$ cat src/shared/rsg_regs.svh
`ifndef RSG_REGS_SVH
`define RSG_REGS_SVH
// address space and clock-register window
`define RSG_ADDR_W 19
`define RSG_DATA_W 8
`define RSG_REG_COUNT 16
`define RSG_REG_IDX_W 4
`define RSG_REG_BASE 19'h7FFF0
// power-on settling interval in microseconds
`define RSG_SETTLE_US 200
`define RSG_CLK_MHZ 10
// reference tick: 32.768 kHz seen on a 10 MHz clock
`define RSG_REF_HZ 32768
`define RSG_CLK_HZ 10000000
// index of the alarm/frequency-test control register
`define RSG_CTRL_IDX 4'hE
`define RSG_CTRL_FT_BIT 6
`define RSG_CTRL_ALARM_BIT 7
`define RSG_BYTE_ZERO 8'h00
`endif

$ cat src/shared/rsg_pkg.sv
package rsg_pkg;
  `include "rsg_regs.svh"

  typedef enum logic [1:0] {
    RSG_ST_SETTLE = 2'b00,
    RSG_ST_RUN = 2'b01,
    RSG_ST_FAIL = 2'b11
  } rsg_state_e;

  // host strobes, all active low
  typedef struct packed {
    logic cs_n;
    logic oe_n;
    logic we_n;
  } rsg_strobe_s;

  // sram-facing gate outputs
  typedef struct packed {
    logic sel_n;
    logic rd_n;
  } rsg_ram_s;
endpackage : rsg_pkg

$ cat src/rtl/rsg_reg_mem.sv
`timescale 1ns/1ps
`include "rsg_regs.svh"
module rsg_reg_mem #(
  parameter int DEPTH = `RSG_REG_COUNT,
  parameter int AW = `RSG_REG_IDX_W,
  parameter int DW = `RSG_DATA_W
) (
  input wire logic clock,
  input wire logic rstn,
  input wire logic wr_en,
  input wire logic [AW-1:0] wr_idx,
  input wire logic [DW-1:0] wr_data,
  input wire logic [AW-1:0] rd_idx,
  output logic [DW-1:0] rd_data,
  output logic [DW-1:0] ctrl_byte
);
  logic [DW-1:0] mem_q [DEPTH];
  logic [DW-1:0] mem_d [DEPTH];
  logic [DW-1:0] rd_q;
  logic [DW-1:0] rd_d;

  // ------------------------------------------------------------
  // storage
  // ------------------------------------------------------------
  genvar gi;
  generate
    for (gi = 0; gi < DEPTH; gi++) begin : g_ent
      always_comb begin
        mem_d[gi] = mem_q[gi];
        if (wr_en && (wr_idx == AW'(gi))) begin
          mem_d[gi] = wr_data;
        end
      end
      always_ff @(posedge clock or negedge rstn) begin
        if (!rstn) begin
          mem_q[gi] <= '0;
        end else begin
          mem_q[gi] <= mem_d[gi];
        end
      end
    end
  endgenerate

  // ------------------------------------------------------------
  // registered read
  // ------------------------------------------------------------
  always_comb begin
    rd_d = mem_q[rd_idx];
  end

  always_ff @(posedge clock or negedge rstn) begin
    if (!rstn) begin
      rd_q <= '0;
    end else begin
      rd_q <= rd_d;
    end
  end

  assign rd_data = rd_q;
  assign ctrl_byte = mem_q[`RSG_CTRL_IDX];
endmodule : rsg_reg_mem

$ cat src/rtl/rsg_bus_gate.sv
`timescale 1ns/1ps
`include "rsg_regs.svh"
module rsg_bus_gate #(
  parameter int SETTLE_US = `RSG_SETTLE_US
) (
  input wire logic clock,
  input wire logic rstn,
  input wire logic [`RSG_ADDR_W-1:0] addr_lines,
  input wire rsg_pkg::rsg_strobe_s host_strobe,
  input wire logic [`RSG_DATA_W-1:0] byte_lines_in,
  output logic [`RSG_DATA_W-1:0] byte_lines_out,
  output logic byte_lines_oe,
  output rsg_pkg::rsg_ram_s ram_gate,
  input wire logic supply_low,
  input wire logic osc_in,
  output logic alarm_or_freq_test_n_out,
  output logic alarm_or_freq_test_n_oe,
  output logic reset_out_n_out,
  output logic reset_out_n_oe,
  output logic [31:0] tick_count
);
  import rsg_pkg::*;

  localparam int SETTLE_CYC = SETTLE_US * `RSG_CLK_MHZ;
  localparam int CW = $clog2(SETTLE_CYC + 1);

  logic hit;
  logic access_ok;
  logic [`RSG_REG_IDX_W-1:0] reg_idx;
  logic [`RSG_DATA_W-1:0] rd_data;
  logic [`RSG_DATA_W-1:0] ctrl_byte;
  logic wr_req;
  rsg_state_e state_q, state_d;
  logic [CW-1:0] cnt_q, cnt_d;
  logic we_act_q, we_act_d;
  logic osc_s1_q, osc_s2_q, osc_s3_q;
  logic [31:0] tick_q, tick_d;

  // ------------------------------------------------------------
  // address decode
  // ------------------------------------------------------------
  // top window compare
  always_comb begin
    hit = (addr_lines >= `RSG_REG_BASE);
    reg_idx = addr_lines[`RSG_REG_IDX_W-1:0];
  end

  always_comb begin
    access_ok = (state_q == RSG_ST_RUN) && !supply_low;
  end

  // ------------------------------------------------------------
  // sram gate
  // ------------------------------------------------------------
  always_comb begin
    ram_gate.sel_n = host_strobe.cs_n;
    ram_gate.rd_n = host_strobe.oe_n;
    if (hit || !access_ok) begin
      ram_gate.sel_n = 1'b1;
      ram_gate.rd_n = 1'b1;
    end
  end

  always_comb begin
    byte_lines_oe = hit && access_ok && !host_strobe.cs_n && !host_strobe.oe_n
                    && host_strobe.we_n;
    byte_lines_out = byte_lines_oe ? rd_data : `RSG_BYTE_ZERO;
  end

  // ------------------------------------------------------------
  // register write
  // ------------------------------------------------------------
  // write starts at later strobe
  always_comb begin
    we_act_d = !host_strobe.cs_n && !host_strobe.we_n && hit && access_ok;
    wr_req = we_act_d && !we_act_q;
  end

  rsg_reg_mem u_mem (
    .clock(clock),
    .rstn(rstn),
    .wr_en(wr_req),
    .wr_idx(reg_idx),
    .wr_data(byte_lines_in),
    .rd_idx(reg_idx),
    .rd_data(rd_data),
    .ctrl_byte(ctrl_byte)
  );

  // ------------------------------------------------------------
  // power-on reset sequence
  // ------------------------------------------------------------
  // settling interval
  always_comb begin
    state_d = state_q;
    cnt_d = cnt_q;
    unique case (state_q)
      RSG_ST_SETTLE: begin
        if (cnt_q == CW'(SETTLE_CYC - 1)) begin
          state_d = RSG_ST_RUN;
        end else begin
          cnt_d = cnt_q + CW'(1);
        end
      end
      RSG_ST_RUN: begin
        if (supply_low) begin
          state_d = RSG_ST_FAIL;
        end
      end
      RSG_ST_FAIL: begin
        if (!supply_low) begin
          state_d = RSG_ST_SETTLE;
          cnt_d = '0;
        end
      end
      default: begin
        state_d = RSG_ST_SETTLE;
        cnt_d = '0;
      end
    endcase
  end

  always_ff @(posedge clock or negedge rstn) begin
    if (!rstn) begin
      state_q <= RSG_ST_SETTLE;
      cnt_q <= '0;
      we_act_q <= 1'b0;
    end else begin
      state_q <= state_d;
      cnt_q <= cnt_d;
      we_act_q <= we_act_d;
    end
  end

  always_comb begin
    reset_out_n_out = 1'b0;
    reset_out_n_oe = (state_q != RSG_ST_RUN);
  end

  // ------------------------------------------------------------
  // timekeeping reference
  // ------------------------------------------------------------
  // count rising reference edges always
  always_comb begin
    tick_d = tick_q;
    if (osc_s2_q && !osc_s3_q) begin
      tick_d = tick_q + 32'h0000_0001;
    end
  end

  always_ff @(posedge clock or negedge rstn) begin
    if (!rstn) begin
      osc_s1_q <= 1'b0;
      osc_s2_q <= 1'b0;
      osc_s3_q <= 1'b0;
      tick_q <= '0;
    end else begin
      osc_s1_q <= osc_in;
      osc_s2_q <= osc_s1_q;
      osc_s3_q <= osc_s2_q;
      tick_q <= tick_d;
    end
  end

  assign tick_count = tick_q;

  always_comb begin
    alarm_or_freq_test_n_out = 1'b0;
    if (ctrl_byte[`RSG_CTRL_FT_BIT]) begin
      alarm_or_freq_test_n_oe = !osc_s2_q;
    end else begin
      alarm_or_freq_test_n_oe = ctrl_byte[`RSG_CTRL_ALARM_BIT];
    end
  end
endmodule : rsg_bus_gate

$ cat config.mk
export PLATFORM = sky130hd
export DESIGN_NAME = rsg_bus_gate
export DESIGN_NICKNAME = d
export VERILOG_FILES = /design/src/shared/rsg_pkg.sv /design/src/rtl/rsg_reg_mem.sv /design/src/rtl/rsg_bus_gate.sv
export VERILOG_INCLUDE_DIRS = /design/src /design/src/shared
export SDC_FILE = /design/constraint.sdc
export NUM_CORES = 1
export LEC_CHECK = 0
export ABC_AREA = 1
export BUFFER_PORTS_ARGS = -buffer_cell sky130_fd_sc_hd__buf_2
export CAP_MARGIN = 10
export CORE_MARGIN = 4
export CORE_UTILIZATION = 65
export CTS_CLUSTER_SIZE = 12
export DETAILED_ROUTE_END_ITERATION = 6
export PLACE_DENSITY_LB_ADDON = 0.05
export SKIP_LAST_GASP = 1
export SLEW_MARGIN = 20
export SYNTH_ARGS = -nofsm -noshare
export SYNTH_HDL_FRONTEND = slang
export SYNTH_HIERARCHICAL = 1
export SYNTH_SLANG_ARGS = --single-unit
$ cat constraint.sdc
create_clock -name clock -period 3.6 [get_ports clock]
set_input_delay 0.36 -clock clock [delete_from_list [all_inputs] [get_ports clock]]
set_output_delay 0.36 -clock clock [all_outputs]
set_load 0.01 [all_outputs]
==> metrics.md <==
| Metric | Value |
|---|---|
| HP Class | `input port to async pin` |
| DR DRC count | `0` |
| Synth warn | `6` |
| Worst vdd ir | `0.000362 V` |
| Overall routing resource usage | `28.6%` |
| Final hold vios | `19` |
| Initial DRC count | `898` |
| I/O pin cnt | `81` |
| TNS Setup | `0 ns` |
| Initial Utilization | `roughly two thirds` |
| RSZ-0062 raised after global routing | `no` |
| GP Congestion | `roughly 0.84` |
| Die height | `approximately 130 µm` |
| Core ar. | `between 10000 and 15000 µm²` |
| Mapped Cells | `1218` |
| Clock net sink count | `185` |
| CTS root buffer | `clkbuf_16` |
| Power Dens Cells | `about 440 nW/µm²` |
| Slew Limit Fails | `0` |
| CP endpoint kind | `register` |
| Final wirelength | `22700 µm` |
| DP Wirelength | `14300 µm` |
| Fin nets | `1305` |
| CP max stage cell | `dfrtp_1` |
| CTS tree | `done` |
| Minimum clock period | `2.47 ns` |
| Startpoint Class | `register` |
| H-tree depth | `4` |
| Post_cts resized | `0` |
| F_max | `0.405 GHz` |
| Postcts setup bufs | `0` |
| Clk buf depth | `2` |
| Busiest grt layer | `met2` |
| CP max FO | `16` |
| Via Count | `roughly 8000` |
| Diodes inserted | `0` |
| WL per Instance | `~16 µm` |
| Die area | `16400 µm²` |
| Syn Std Cell Area | `roughly 9400 µm²` |
| CP arrival | `2.75 ns` |
| CTS clk-pin slew, worst paths | `0.07 ns` |
| Cts hold-fix bufs | `0` |
| # port buffers | `78` |
| Pre-CTS setup slack | `1.19 ns` |
| Syn-to-layout area delta | `9.72%` |
| Row count | `43` |
| Req. time, crit path | `3.89 ns` |
| Detail Route Antenna Nets | `0` |
| Final setup fails | `0` |
| Max-Cap Viols | `0` |
| Final instance area | `10300 µm²` |
| Slew headroom | `30.5%` |
| Initial antenna violation count | `0` |
| Crit Path Class | `register to register` |
| Gr ovfl total | `0` |
| First-pass GRT wire length | `roughly 37000 µm` |
| Post-route clock period utilization | `roughly 69%` |
| 1st-pass router iterations | `6` |
| Static Leak | `0.00513 µW` |
| Critical Path Most Common Cell | `nand2_1` |
| Drt via density | `5.50` |
| WHS | `-0.0463 ns` |
| Clk Latency, worst-skew pair | `0.44 ns` |
| CP max stage delay | `roughly 0.41 ns` |
| M3 GR Usage | `6.79%` |
| Met1 Usage GRT | `37.5%` |
| Largest net degree at the start of global routing | `88` |
| Vias in the first global route | `7419` |
| Skew final | `0.00683 ns` |
| Actual slew at the worst max-slew pin | `1.04 ns` |
| Proportion of layout cells with a drive suffix above 1 | `11.9%` |
| Syn Area/Cell | `roughly 7.7 µm²` |
| Die width | `128 µm` |
| Outcome | `finished with violations` |
| CP cell instances | `inv_1, nor2_1, inv_2, nor3_4, nand2_1, nor3_1, buf_4, nand2_1, nor2_1, nand2_1, nand2_1, o21ai_0` |
| M2 GR Usage | `between 40% and 50%` |
| DP Area | `9720 µm²` |
| Failing checks | `negative hold slack` |
| Number of buffers created by CTS | `17` |
| Worst setup margin | `about 1.1 ns` |
==> through the flow <==
stage | power [µW] | cells | utilization, %
after floorplan | 2560 | 1219 | -
after global placement | 2740 | 1430 | 69.5
after detailed placement | 2750 | 1430 | 69.5
after CTS | 4550 | 1462 | 73.5
after global routing | 4710 | 1462 | 73.5
final | 4530 | 1462 | 73.5
==> metal layers <==
layer	part of all wire, %	up-vias
li1	-	3894
met1	41	3758
met2	48	339
met3	7.6	54
met4	2.9	0
met5	0	-
==> cell usage in the layout (no fill, tap or decap), types with 5 or more instances in the layout <==
master and n:
nor3_1 9, nor2_1 53, inv_1 156, clkbuf_16 17
nor2_2 7, nand4_1 8, o21ai_1 8, nor2_4 7
nand2_1 426, buf_2 77, buf_4 5, nand3_1 122
xor2_1 11, o21ai_0 128, dfrtp_1 185, xnor2_1 12
==> state kept, by name (all words and copies together), names as in the netlist, 2 cells and up <==
name	count
cnt_q	11
state_q	2
tick_count	32
u_mem/ctrl_byte	8
u_mem/mem_q	120
u_mem/rd_data	8
==> critical path: cells and delay by family, from the launching register on <==
family	cells	cell delay, ns
buffers and inverters	3	0.35
AOI/OAI and AO/OA	1	0.11
DFF	1	0.41
and+or+nand+nor	8	1.44
==> report_power, final <==
part | internal (µW) | switching [µW] | total, µW | leakage [µW]
registers | 2140 | 91.5 | 2240 | 0.00255
clock network | 1010 | 797 | 1800 | 0.000269
logic | 150 | 340 | 490 | 0.00231
total | 3300 | 1230 | 4530 | 0.00513
==> worst paths after layout <==
kind | cells past startpoint | from | endpoint | slack [ns]
max | 12 | state_q[0] | u_mem/ctrl_byte[1] | 1.13
min | 1 | rstn | cnt_q[3] | -0.05
max reg2reg | 12 | state_q[0] | u_mem/ctrl_byte[1] | 1.13
min in group clock | 1 | osc_in | osc_s1_q | 0.05
max in group asynchronous | 2 | rstn | tick_count[22] | 2.80
min reg2reg | 0 | osc_s1_q | osc_s2_q | 0.35
==> cell type report <==
| class | count | area (µm²) |
|---|---|---|
| Sequential cell | 185 | 4630 |
| Clock buffer | 22 | 474 |
| Fill cell | 1092 | 3700 |
| Clock inverter | 10 | 92.6 |
| Timing Repair Buffer | 84 | 454 |
| Tap cell | 180 | 225 |
| Multi-Input combinational cell | 820 | 3800 |
| Inverter | 161 | 606 |
Note: power is estimated with default switching activity, not from simulation.
